==> src/verilog/sfp_consts.vh <==
`ifndef SFP_CONSTS_VH
`define SFP_CONSTS_VH

// Register offsets on the 4-bit register address.
`define SFP_OFS_DATA     4'h0
`define SFP_OFS_IER      4'h1
`define SFP_OFS_IIR      4'h2
`define SFP_OFS_LCR      4'h3
`define SFP_OFS_LSR      4'h5
`define SFP_OFS_CTL      4'h8

// Field positions.
`define SFP_LCR_DIVISOR_ACCESS_SELECT     7
`define SFP_LCR_EPS      4
`define SFP_LCR_PEN      3
`define SFP_LCR_STOP     2
`define SFP_FCR_FIFO_ENABLE_STATE    0
`define SFP_FCR_RXCLR    1
`define SFP_FCR_TXCLR    2
`define SFP_IER_RDA      0
`define SFP_IER_THRE     1
`define SFP_IER_RLS      2

// Reset values and control write mask.
`define SFP_RST_DIV      8'h00
`define SFP_RST_IER      8'h00
`define SFP_RST_LCR      8'h03
`define SFP_RST_CTL      8'h00
`define SFP_CTL_MASK     8'hCC

// Interrupt source codes.
`define SFP_ID_MODEM     3'h0
`define SFP_ID_THRE      3'h1
`define SFP_ID_RDA       3'h2
`define SFP_ID_RLS       3'h3
`define SFP_ID_TIMEOUT   3'h6

// Timing counts and FIFO sizes.
`define SFP_SYS_DIV      5'h0B
`define SFP_HOST_DIV     5'h12
`define SFP_OVERSAMPLE   4'hF
`define SFP_START_MID    4'h7
`define SFP_FIFO_DEPTH   16
`define SFP_FIFO_AW      4

`endif

==> src/verilog/sfp_top.v <==
`timescale 1ns/1ns
`include "sfp_consts.vh"
// What this block does
// - Bit rate is source clock over 16 times divisor.
// - Divisor bytes plus clock source select set rate.
// - Source 01 system/11, 00 host clock/18.
// - Frame: low start, LSB data, parity, high stop.
// - Idle serial line stays high.
// - Falling edge on input starts frame reception.
// - Transmitter and receiver run independently, full duplex.
// - Sixteen-entry FIFO on each direction.
// - Four idle character times raise character timeout.
// - Source codes 0,1,2,3,6 as defined.
// - Identification reports highest-priority pending source, in the order 3, 2, 6, 1.
// - Identification holds interrupt pending flag.
// - Identification shows FIFO enable state.
// - Receive trigger level selectable, including fourteen.
// - Processor and host bus both reach registers.
// - Access select redirects shared offsets to divisor.
// - Divisor 1 to 65535; zero stops divider.
// - FIFO clear bits flush contents, self-clearing.

// Synchronous FIFO with flush; the array lives here.
module sfp_fifo #(
  parameter WIDTH = 8,
  parameter DEPTH = 16,
  parameter AW    = 4
) (
  input  wire             clk,
  input  wire             rst,
  input  wire             flush,
  input  wire             in_valid,
  output wire             in_ready,
  input  wire [WIDTH-1:0] in_data,
  output wire             out_valid,
  input  wire             out_ready,
  output wire [WIDTH-1:0] out_data,
  output wire [AW:0]      level
);
  reg [WIDTH-1:0] mem_reg [0:DEPTH-1]; // Storage words.
  reg [AW-1:0]    wr_ptr_reg;          // Next slot to fill.
  reg [AW-1:0]    rd_ptr_reg;          // Oldest word.
  reg [AW:0]      count_reg;           // Words held.
  wire            push;
  wire            pop;

  assign in_ready  = (count_reg != DEPTH[AW:0]);
  assign out_valid = (count_reg != {(AW+1){1'b0}});
  assign push      = in_valid & in_ready;
  assign pop       = out_valid & out_ready;
  assign out_data  = mem_reg[rd_ptr_reg];
  assign level     = count_reg;

  // Memory write; flush leaves stale words, which the pointers hide.
  always @(posedge clk) begin
    if (push) begin
      mem_reg[wr_ptr_reg] <= in_data;
    end
  end

  // Pointers wrap by width since the depth is a power of two.
  always @(posedge clk) begin
    if (rst || flush) begin
      wr_ptr_reg <= {AW{1'b0}};
      rd_ptr_reg <= {AW{1'b0}};
      count_reg  <= {(AW+1){1'b0}};
    end else begin
      if (push) begin
        wr_ptr_reg <= wr_ptr_reg + 1'b1;
      end
      if (pop) begin
        rd_ptr_reg <= rd_ptr_reg + 1'b1;
      end
      if (push && !pop) begin
        count_reg <= count_reg + 1'b1;
      end else if (pop && !push) begin
        count_reg <= count_reg - 1'b1;
      end
    end
  end
endmodule // sfp_fifo

module sfp_top (
  // Clock and reset.
  input  wire       CLK_IN,
  input  wire       RST_IN,
  // Processor register port.
  input  wire [3:0] CPU_ADDR_IN,
  input  wire [7:0] CPU_WDATA_IN,
  input  wire       CPU_WR_IN,
  input  wire       CPU_RD_IN,
  // Host bus register port.
  input  wire [3:0] HOST_ADDR_IN,
  input  wire [7:0] HOST_WDATA_IN,
  input  wire       HOST_WR_IN,
  input  wire       HOST_RD_IN,
  output wire       HOST_GRANT_OUT,
  input  wire       HOST_CLK_IN,
  // Shared read data and status.
  output wire [7:0] RDATA_OUT,
  output wire       TX_ROOM_OUT,
  output wire       IRQ_OUT,
  // Serial line.
  input  wire       RXD_IN,
  output wire       TXD_OUT
);
  localparam S_IDLE  = 3'h0; // Line idle.
  localparam S_START = 3'h1; // Start bit.
  localparam S_DATA  = 3'h2; // Data bits.
  localparam S_PAR   = 3'h3; // Parity bit.
  localparam S_STOP  = 3'h4; // Stop bit(s).

  // Trigger level decode for the receive data interrupt.
  function [4:0] sfp_trig;
    input [1:0] sel;
    input       en;
    begin
      if (!en) begin
        sfp_trig = 5'h01;
      end else begin
        case (sel)
          2'h0:    sfp_trig = 5'h01;
          2'h1:    sfp_trig = 5'h04;
          2'h2:    sfp_trig = 5'h08;
          default: sfp_trig = 5'h0E;
        endcase
      end
    end
  endfunction

  // Offset match, used by every register strobe.
  function sfp_hit;
    input [3:0] a;
    input [3:0] o;
    begin
      sfp_hit = (a == o);
    end
  endfunction

  reg  [7:0] dll_reg;       // divisor_low.
  reg  [7:0] dlh_reg;       // divisor_high.
  reg  [7:0] ier_reg;       // interrupt_enable_register.
  reg  [7:0] lcr_reg;       // Line control with divisor_access_select.
  reg  [7:0] ctl_reg;       // serial_port_control, clock source 3:2.
  reg        fifo_enable_state_reg;     // FIFO enable.
  reg  [1:0] trig_reg;      // Receive trigger select.
  reg  [7:0] rdata_reg;     // Registered read answer.
  reg        irq_reg;       // Interrupt output.
  reg        oe_reg;        // Overrun, cleared by status read.
  reg        ls_reg;        // Line status event pending.
  reg        thre_reg;      // Transmit holding empty event.
  reg        txe_prev_reg;  // Transmit FIFO empty last cycle.
  reg  [2:0] hclk_sync_reg; // Host clock synchroniser and history.
  reg  [2:0] rxd_sync_reg;  // Receive pin synchroniser and history.
  reg  [4:0] src_cnt_reg;   // Source prescaler.
  reg  [15:0] div_cnt_reg;  // Baud divider.
  reg  [9:0] to_cnt_reg;    // Timeout tick counter.
  reg  [2:0] tx_st_reg;
  reg  [3:0] tx_tick_reg;
  reg  [2:0] tx_bit_reg;
  reg  [7:0] tx_shift_reg;
  reg        tx_par_reg;
  reg        tx_stop2_reg;
  reg        txd_reg;
  reg  [2:0] rx_st_reg;
  reg  [3:0] rx_tick_reg;
  reg  [2:0] rx_bit_reg;
  reg  [7:0] rx_shift_reg;
  reg        rx_par_reg;
  reg        rx_push_reg;
  reg  [9:0] rx_word_reg;   // {frame error, parity error, data}.

  wire       cpu_act;
  wire [3:0] a;
  wire [7:0] wd;
  wire       wr;
  wire       rd;
  wire       divisor_access_select;
  wire [15:0] divisor;
  wire       host_sel;
  wire       src_step;
  wire       src_en;
  wire       tick;
  wire       wr_thr;
  wire       wr_fcr;
  wire       rd_rbr;
  wire       rd_iir;
  wire       rd_lsr;
  wire       txf_valid;
  wire [7:0] txf_data;
  wire       txf_pop;
  wire       rxf_valid;
  wire       rxf_room;
  wire [9:0] rxf_data;
  wire [4:0] rxf_level;
  wire [2:0] last_bit;
  wire [3:0] frame_bits;
  wire [9:0] to_limit;
  wire       timeout;
  wire       rx_trig;
  reg  [2:0] int_code;
  reg        int_pend;

  // Processor wins a clash; the host is told through its grant.
  assign cpu_act        = CPU_WR_IN | CPU_RD_IN;
  assign HOST_GRANT_OUT = ~cpu_act;
  assign a  = cpu_act ? CPU_ADDR_IN  : HOST_ADDR_IN;
  assign wd = cpu_act ? CPU_WDATA_IN : HOST_WDATA_IN;
  assign wr = cpu_act ? CPU_WR_IN    : HOST_WR_IN;
  assign rd = cpu_act ? CPU_RD_IN    : HOST_RD_IN;

  // Shared offsets follow the access select bit.
  assign divisor_access_select   = lcr_reg[`SFP_LCR_DIVISOR_ACCESS_SELECT];
  assign wr_thr = wr & sfp_hit(a, `SFP_OFS_DATA) & ~divisor_access_select;
  assign wr_fcr = wr & sfp_hit(a, `SFP_OFS_IIR);
  assign rd_rbr = rd & sfp_hit(a, `SFP_OFS_DATA) & ~divisor_access_select;
  assign rd_iir = rd & sfp_hit(a, `SFP_OFS_IIR);
  assign rd_lsr = rd & sfp_hit(a, `SFP_OFS_LSR);

  // Register writes; FIFO clear bits are never stored.
  always @(posedge CLK_IN) begin
    if (RST_IN) begin
      dll_reg   <= `SFP_RST_DIV;
      dlh_reg   <= `SFP_RST_DIV;
      ier_reg   <= `SFP_RST_IER;
      lcr_reg   <= `SFP_RST_LCR;
      ctl_reg   <= `SFP_RST_CTL;
      fifo_enable_state_reg <= 1'b0;
      trig_reg  <= 2'h0;
    end else if (wr) begin
      if (sfp_hit(a, `SFP_OFS_DATA) && divisor_access_select) begin
        dll_reg <= wd;
      end
      if (sfp_hit(a, `SFP_OFS_IER)) begin
        if (divisor_access_select) begin
          dlh_reg <= wd;
        end else begin
          ier_reg <= wd & 8'h0F;
        end
      end
      if (wr_fcr) begin
        fifo_enable_state_reg <= wd[`SFP_FCR_FIFO_ENABLE_STATE];
        trig_reg  <= wd[7:6];
      end
      if (sfp_hit(a, `SFP_OFS_LCR)) begin
        lcr_reg <= wd;
      end
      if (sfp_hit(a, `SFP_OFS_CTL)) begin
        ctl_reg <= wd & `SFP_CTL_MASK;
      end
    end
  end

  // Host clock is a pin: two flops, then edge detect on the second.
  always @(posedge CLK_IN) begin
    if (RST_IN) begin
      hclk_sync_reg <= 3'h0;
      rxd_sync_reg  <= 3'h7;
    end else begin
      hclk_sync_reg <= {hclk_sync_reg[1:0], HOST_CLK_IN};
      rxd_sync_reg  <= {rxd_sync_reg[1:0], RXD_IN};
    end
  end

  // Source prescaler: host clock over 18 or system clock over 11.
  assign host_sel = (ctl_reg[3:2] == 2'h0);
  assign src_step = host_sel ? (hclk_sync_reg[1] & ~hclk_sync_reg[2])
                             : 1'b1;
  assign src_en   = src_step & (src_cnt_reg == (host_sel ?
                    (`SFP_HOST_DIV - 5'h01) : (`SFP_SYS_DIV - 5'h01)));
  always @(posedge CLK_IN) begin
    if (RST_IN) begin
      src_cnt_reg <= 5'h00;
    end else if (src_en) begin
      src_cnt_reg <= 5'h00;
    end else if (src_step) begin
      src_cnt_reg <= src_cnt_reg + 5'h01;
    end
  end

  // Baud divider gives one oversample tick per divisor source pulses.
  assign divisor = {dlh_reg, dll_reg};
  assign tick = src_en & (divisor != 16'h0000) &
                (div_cnt_reg == divisor - 16'h0001);
  always @(posedge CLK_IN) begin
    if (RST_IN || divisor == 16'h0000) begin
      div_cnt_reg <= 16'h0000;
    end else if (tick) begin
      div_cnt_reg <= 16'h0000;
    end else if (src_en) begin
      div_cnt_reg <= div_cnt_reg + 16'h0001;
    end
  end

  // Transmit FIFO is filled by data writes; full drops the write.
  sfp_fifo #(.WIDTH(8), .DEPTH(`SFP_FIFO_DEPTH), .AW(`SFP_FIFO_AW)) u_txf (
    .clk       (CLK_IN),
    .rst       (RST_IN),
    .flush     (wr_fcr & wd[`SFP_FCR_TXCLR]),
    .in_valid  (wr_thr),
    .in_ready  (TX_ROOM_OUT),
    .in_data   (wd),
    .out_valid (txf_valid),
    .out_ready (txf_pop),
    .out_data  (txf_data),
    .level     ()
  );

  // A word is taken only when idle and the divider runs.
  assign txf_pop  = (tx_st_reg == S_IDLE) & (divisor != 16'h0000);
  assign last_bit = {1'b1, lcr_reg[1:0]};

  // Transmitter; the bit period is sixteen oversample ticks.
  always @(posedge CLK_IN) begin
    if (RST_IN) begin
      tx_st_reg    <= S_IDLE;
      tx_tick_reg  <= 4'h0;
      tx_bit_reg   <= 3'h0;
      tx_shift_reg <= 8'h00;
      tx_par_reg   <= 1'b0;
      tx_stop2_reg <= 1'b0;
      txd_reg      <= 1'b1;
    end else begin
      case (tx_st_reg)
        S_IDLE: begin
          txd_reg <= 1'b1;
          if (txf_pop && txf_valid) begin
            tx_shift_reg <= txf_data;
            tx_par_reg   <= ~lcr_reg[`SFP_LCR_EPS];
            tx_tick_reg  <= 4'h0;
            tx_bit_reg   <= 3'h0;
            txd_reg      <= 1'b0;
            tx_st_reg    <= S_START;
          end
        end
        default: begin
          if (tick) begin
            tx_tick_reg <= tx_tick_reg + 4'h1;
          end
          // Each branch below acts at the end of a bit period; the stop branch holds one more period for two stop bits.
          if (tick && tx_tick_reg == `SFP_OVERSAMPLE) begin
            case (tx_st_reg)
              S_START, S_DATA: begin
                if (tx_st_reg == S_DATA && tx_bit_reg == last_bit) begin
                  if (lcr_reg[`SFP_LCR_PEN]) begin
                    txd_reg   <= tx_par_reg;
                    tx_st_reg <= S_PAR;
                  end else begin
                    txd_reg      <= 1'b1;
                    tx_stop2_reg <= lcr_reg[`SFP_LCR_STOP];
                    tx_st_reg    <= S_STOP;
                  end
                end else begin
                  // Data leaves least significant bit first.
                  txd_reg      <= tx_shift_reg[0];
                  tx_par_reg   <= tx_par_reg ^ tx_shift_reg[0];
                  tx_shift_reg <= {1'b0, tx_shift_reg[7:1]};
                  if (tx_st_reg == S_DATA) begin
                    tx_bit_reg <= tx_bit_reg + 3'h1;
                  end
                  tx_st_reg <= S_DATA;
                end
              end
              S_PAR: begin
                txd_reg      <= 1'b1;
                tx_stop2_reg <= lcr_reg[`SFP_LCR_STOP];
                tx_st_reg    <= S_STOP;
              end
              default: begin
                tx_stop2_reg <= 1'b0;
                if (!tx_stop2_reg) begin
                  tx_st_reg <= S_IDLE;
                end
              end
            endcase
          end
        end
      endcase
    end
  end

  // Receiver runs alone on its own state, so both directions overlap.
  always @(posedge CLK_IN) begin
    if (RST_IN) begin
      rx_st_reg    <= S_IDLE;
      rx_tick_reg  <= 4'h0;
      rx_bit_reg   <= 3'h0;
      rx_shift_reg <= 8'h00;
      rx_par_reg   <= 1'b0;
      rx_push_reg  <= 1'b0;
      rx_word_reg  <= 10'h000;
    end else begin
      rx_push_reg <= 1'b0;
      case (rx_st_reg)
        S_IDLE: begin
          if (!rxd_sync_reg[1] && rxd_sync_reg[2]) begin
            rx_tick_reg <= 4'h0;
            rx_st_reg   <= S_START;
          end
        end
        S_START: begin
          // Start is confirmed at mid-bit, which filters short glitches.
          if (tick) begin
            rx_tick_reg <= rx_tick_reg + 4'h1;
            if (rx_tick_reg == `SFP_START_MID) begin
              rx_tick_reg <= 4'h0;
              rx_bit_reg  <= 3'h0;
              rx_par_reg  <= ~lcr_reg[`SFP_LCR_EPS];
              rx_st_reg   <= rxd_sync_reg[1] ? S_IDLE : S_DATA;
            end
          end
        end
        default: begin
          if (tick) begin
            rx_tick_reg <= rx_tick_reg + 4'h1;
          end
          if (tick && rx_tick_reg == `SFP_OVERSAMPLE) begin
            case (rx_st_reg)
              S_DATA: begin
                rx_shift_reg <= {rxd_sync_reg[1], rx_shift_reg[7:1]};
                rx_par_reg   <= rx_par_reg ^ rxd_sync_reg[1];
                rx_bit_reg   <= rx_bit_reg + 3'h1;
                if (rx_bit_reg == last_bit) begin
                  rx_st_reg <= lcr_reg[`SFP_LCR_PEN] ? S_PAR : S_STOP;
                end
              end
              S_PAR: begin
                rx_par_reg <= rx_par_reg ^ rxd_sync_reg[1];
                rx_st_reg  <= S_STOP;
              end
              default: begin
                // Only the first stop bit is checked.
                rx_word_reg <= {~rxd_sync_reg[1], rx_par_reg &
                                lcr_reg[`SFP_LCR_PEN],
                                rx_shift_reg >> (2'h3 - lcr_reg[1:0])};
                rx_push_reg <= 1'b1;
                rx_st_reg   <= S_IDLE;
              end
            endcase
          end
        end
      endcase
    end
  end

  // Receive FIFO carries the error bits beside each character.
  sfp_fifo #(.WIDTH(10), .DEPTH(`SFP_FIFO_DEPTH), .AW(`SFP_FIFO_AW)) u_rxf (
    .clk       (CLK_IN),
    .rst       (RST_IN),
    .flush     (wr_fcr & wd[`SFP_FCR_RXCLR]),
    .in_valid  (rx_push_reg),
    .in_ready  (rxf_room),
    .in_data   (rx_word_reg),
    .out_valid (rxf_valid),
    .out_ready (rd_rbr),
    .out_data  (rxf_data),
    .level     (rxf_level)
  );

  // Four character times are frame bits times sixty-four ticks.
  assign frame_bits = 4'h7 + {2'h0, lcr_reg[1:0]} +
                      {3'h0, lcr_reg[`SFP_LCR_PEN]} +
                      {3'h0, lcr_reg[`SFP_LCR_STOP]};
  assign to_limit   = {frame_bits, 6'h00};
  assign timeout    = rxf_valid & (to_cnt_reg == to_limit);
  assign rx_trig    = (rxf_level >= sfp_trig(trig_reg, fifo_enable_state_reg));
  always @(posedge CLK_IN) begin
    if (RST_IN || rx_push_reg || rd_rbr || !rxf_valid) begin
      to_cnt_reg <= 10'h000;
    end else if (tick && to_cnt_reg != to_limit) begin
      to_cnt_reg <= to_cnt_reg + 10'h001;
    end
  end

  // Event flags; in each, a new event wins over a clearing access.
  always @(posedge CLK_IN) begin
    if (RST_IN) begin
      oe_reg       <= 1'b0;
      ls_reg       <= 1'b0;
      thre_reg     <= 1'b0;
      txe_prev_reg <= 1'b1;
    end else begin
      txe_prev_reg <= ~txf_valid;
      if (rx_push_reg && !rxf_room) begin
        oe_reg <= 1'b1;
      end else if (rd_lsr) begin
        oe_reg <= 1'b0;
      end
      if (rx_push_reg && (!rxf_room || rx_word_reg[9:8] != 2'h0)) begin
        ls_reg <= 1'b1;
      end else if (rd_lsr) begin
        ls_reg <= 1'b0;
      end
      if (!txf_valid && !txe_prev_reg) begin
        thre_reg <= 1'b1;
      end else if (wr_thr || (rd_iir && int_code == `SFP_ID_THRE)) begin
        thre_reg <= 1'b0;
      end
    end
  end

  // Priority encoder; no modem source exists, so code 0 never wins.
  always @* begin
    int_pend = 1'b1;
    int_code = `SFP_ID_MODEM;
    if (ier_reg[`SFP_IER_RLS] && ls_reg) begin
      int_code = `SFP_ID_RLS;
    end else if (ier_reg[`SFP_IER_RDA] && rx_trig) begin
      int_code = `SFP_ID_RDA;
    end else if (ier_reg[`SFP_IER_RDA] && timeout) begin
      int_code = `SFP_ID_TIMEOUT;
    end else if (ier_reg[`SFP_IER_THRE] && thre_reg) begin
      int_code = `SFP_ID_THRE;
    end else begin
      int_pend = 1'b0;
    end
  end

  // Read answer registered one cycle after the strobe.
  always @(posedge CLK_IN) begin
    if (RST_IN) begin
      rdata_reg <= 8'h00;
      irq_reg   <= 1'b0;
    end else begin
      irq_reg <= int_pend;
      if (rd) begin
        case (a)
          `SFP_OFS_DATA: rdata_reg <= divisor_access_select ? dll_reg : rxf_data[7:0];
          `SFP_OFS_IER:  rdata_reg <= divisor_access_select ? dlh_reg : ier_reg;
          `SFP_OFS_IIR:  rdata_reg <= {fifo_enable_state_reg, fifo_enable_state_reg, 2'h0,
                                       int_code, ~int_pend};
          `SFP_OFS_LCR:  rdata_reg <= lcr_reg;
          `SFP_OFS_LSR:  rdata_reg <= {1'b0, ~txf_valid &
                                       (tx_st_reg == S_IDLE), ~txf_valid,
                                       1'b0, rxf_data[9] & rxf_valid,
                                       rxf_data[8] & rxf_valid, oe_reg,
                                       rxf_valid};
          `SFP_OFS_CTL:  rdata_reg <= ctl_reg;
          default:       rdata_reg <= 8'h00;
        endcase
      end
    end
  end

  assign RDATA_OUT = rdata_reg;
  assign IRQ_OUT   = irq_reg;
  assign TXD_OUT   = txd_reg;
endmodule // sfp_top

==> config.mk <==
export PLATFORM = sky130hd
export DESIGN_NAME = sfp_top
export DESIGN_NICKNAME = d
export VERILOG_FILES = /design/src/verilog/sfp_top.v
export VERILOG_INCLUDE_DIRS = /design/src /design/src/verilog
export SDC_FILE = /design/constraint.sdc
export NUM_CORES = 1
export LEC_CHECK = 0
export ABC_CLOCK_PERIOD_IN_PS = 4500
export BUFFER_PORTS_ARGS = -buffer_cell sky130_fd_sc_hd__buf_2
export CAP_MARGIN = 20
export CORE_MARGIN = 5
export CORE_UTILIZATION = 45
export CTS_CLUSTER_SIZE = 16
export DETAILED_ROUTE_END_ITERATION = 7
export PLACE_DENSITY = 0.68
export SYNTH_ARGS = -nofsm -noshare
export SYNTH_HDL_FRONTEND = slang
export SYNTH_HIERARCHICAL = 1
export SYNTH_SLANG_ARGS = --single-unit
export TNS_END_PERCENT = 5
==> constraint.sdc <==
create_clock -name CLK_IN -period 4.5 [get_ports CLK_IN]
set_clock_uncertainty 0.2 [all_clocks]
set_input_delay 0.675 -clock CLK_IN [delete_from_list [all_inputs] [get_ports CLK_IN]]
set_output_delay 0.675 -clock CLK_IN [all_outputs]
set_load 0.01 [all_outputs]
==> flow_summary.ini <==
[run_status]
outcome = finished, final reports clean

[timing]
finalWorstSetupSlack_ns = 0.439
rsz0062_at_grt = false
final_max_slew_viol_count = 0
final.setup.tns_ns = 0
timing.final.crit_share = 0.903
fin_crit_ns = 4.06
hold_violations = 0
tightest_slew_ns = 1.09
fmax_ghz = 0.246
slew_headroom = 0.268
setup_violations = 0

[logic_synthesis]
ys_seq_area_frac = 0.596
ys_seq_elements = 458
synth_cell_types = 76
avgSynthCellArea_um2 = 12.8
synth_flop_cell = edfxtp_1
syn_area_um2 = 20200
async_reset_ff_frac = 0
synth_edf_count = 288
syn-instance-count = 1577
yosys_warnings = 6
syn_nets = 1647

[critical_path]
path_delay_family = simple AND/OR/NAND/NOR gates
path_class = reg2reg
cp_max_fo = 9
critPathMaxStageDelay_ns = 0.50
end_kind = register
cp_data_arrival_time_ns = 4.33
crit_top_cell = ha_1
cp_slowest_cell = nor4_1
start_kind = register
worstPathRequired_ns = 4.77
crit_chain = inv_1 > ha_1 > nor3b_1 > nand3_1 > nor4_1 > nor2_1 > o21ai_4 > ha_1 > inv_1 > ha_1 > a21o_2 > a21oi_1 > nor4_1 > or3_1
crit_buf_inv = 2

[power_and_ir_drop]
leakage_nw = 7.63
total_power_mw = 8.47
powerDensity_nw_per_um2 = 374
peakVddDrop_uv = 289

[grt]
track_usage = 0.175
grt_pass1_vias = 12508
grt_pass1_wl_um = 70000
grt_overflow_total = 0
antenna_found_initial = 0
grt_start_max_net_pins = 62

[layout]
fillers = 3698
multi_input_comb_area_um2 = 7660
stdcell_area_um2 = 22700
nNetsFinal = 1687
fin_cells = 2246
drive_gt1_frac = 0.167
layout_commonest_cell = edfxtp_1
final_cell_mix = edfxtp_1 (288), dfxtp_1 (166), nor2_1 (166)
regArea_um2 = 12100
largest_reg_flops = 160
area_growth_syn_to_layout_pct = 12.1

[floorplanning]
core_um2 = 44300
die_y_um = 222
die-area_um2 = 49300
io_pins = 44
dieWidth_um = 222
start_util = 0.456
fp-row-count = 77

[clock_tree]
cts_made_buffers = 46
ctsHoldBuffers = 0
cts_tree = built
post_cts_resize_count = 0
post_cts_buffers = 0
clock-root-buffer = clkbuf_16
path_clk_slew_ns = 0.06
htreeDepth = 2
clk_latency_ns = 0.58
clock-sinks = 458
cts.path.max_buffers = 3

[routing]
via_per_inst = 5.75
drt_pre_antenna_iters = 5
postRouteAntennaNets = 0
drc = 0
drt_iter0_markers = 1143
wirelength_um = 44200
wl_per_cell_um = 19.7
vias = 12907

[place]
dpl_worst_slack_ns = 0.475
hpwl_um = 29400
gp_congestion = 0.881
place_area_um2 = 21200
portBuffers = 43
dpl.cell_count = 2161

[min_path]
hp-class = in2reg

[flow_run]
max_cap_violations = 0
## power by group
part / internal, mW / switching, mW
sequential: 4.46 / 0.0193
clock: 2.16 / 1.60
combinational: 0.0775 / 0.156
total: 6.69 / 1.77
## cell type report
cell class                 count  share of cell area
clock inverter                17             0.00812
timing repair buffer          85              0.0235
antenna                        1            0.000110
multi-input combinational    981               0.338
sequential                   458               0.532
tap                          592              0.0327
inverter                      45             0.00745
clock buffer                  67              0.0579
## routing by layer
layer  vias up  track usage  routed length, um  share of wire
li1       6028            -                  -              -
met2       356        0.282              20500           0.46
met3        57       0.0372               2830          0.064
met1      6466        0.247              19900           0.45
met4         0       0.0433                899          0.020
met5         -            0                  0              0
## cells by family after synthesis
family / share of synthesized area
mux: 0.111
compound gates: 0.0907
flops: 0.596
fa+ha+maj: 0.0246
simple gates: 0.117
buf+inv: 0.0285
xor+xnor: 0.0314
## cell usage after synthesis, types with 5 or more instances
cell type / instances / share of area
edfxtp_1: 288 / 0.43
dfxtp_1: 170 / 0.17
nor2_1: 166 / 0.031
nand2_1: 88 / 0.016
mux4_2: 76 / 0.085
a21oi_1: 66 / 0.016
clkbuf_1: 63 / 0.012
mux2i_1: 46 / 0.023
a22oi_1: 43 / 0.016
inv_1: 43 / 0.0080
a211oi_1: 38 / 0.014
nand3_1: 38 / 0.0094
xnor2_1: 38 / 0.016
ha_1: 35 / 0.022
xor2_1: 32 / 0.014
o21ai_0: 31 / 0.0077
nor3_1: 29 / 0.0072
nand4_1: 20 / 0.0062
nor4_1: 20 / 0.0062
nand3b_1: 16 / 0.0059
and2_1: 14 / 0.0043
nor2b_1: 13 / 0.0040
buf_1: 12 / 0.0022
buf_2: 11 / 0.0027
nor3b_1: 11 / 0.0041
and3_1: 10 / 0.0031
o211ai_1: 10 / 0.0037
or3_1: 10 / 0.0031
a21o_1: 8 / 0.0030
or4_1: 8 / 0.0030
a311oi_1: 7 / 0.0030
mux2_2: 7 / 0.0039
nand2b_1: 7 / 0.0022
o31ai_1: 7 / 0.0026
a31oi_1: 6 / 0.0019
or2_2: 6 / 0.0019
a221oi_1: 5 / 0.0022
buf_6: 5 / 0.0028
## path summary, 6_finish.rpt
| check | slack, ns | to | start | cells past startpoint |
|---|---|---|---|---|
| hold reg to reg | 0.21 | rxd_sync_reg[1] | rxd_sync_reg[0] | 1 |
| hold / removal | 0.09 | rxd_sync_reg[0] | RXD_IN | 2 |
| setup / recovery | 0.44 | u_txf/level[3] | dll_reg[0] | 14 |
| setup reg to reg | 0.44 | u_txf/level[3] | dll_reg[0] | 14 |
## metrics by stage
stage / hold slack [ns] / util
after floorplan: 0.189 / -
after global placement: 0.192 / 0.478
after detailed placement: 0.196 / 0.478
after CTS: 0.0602 / 0.511
after global routing: 0.0701 / 0.511
final: 0.0947 / 0.511
Power figures use the tool's default switching activity.
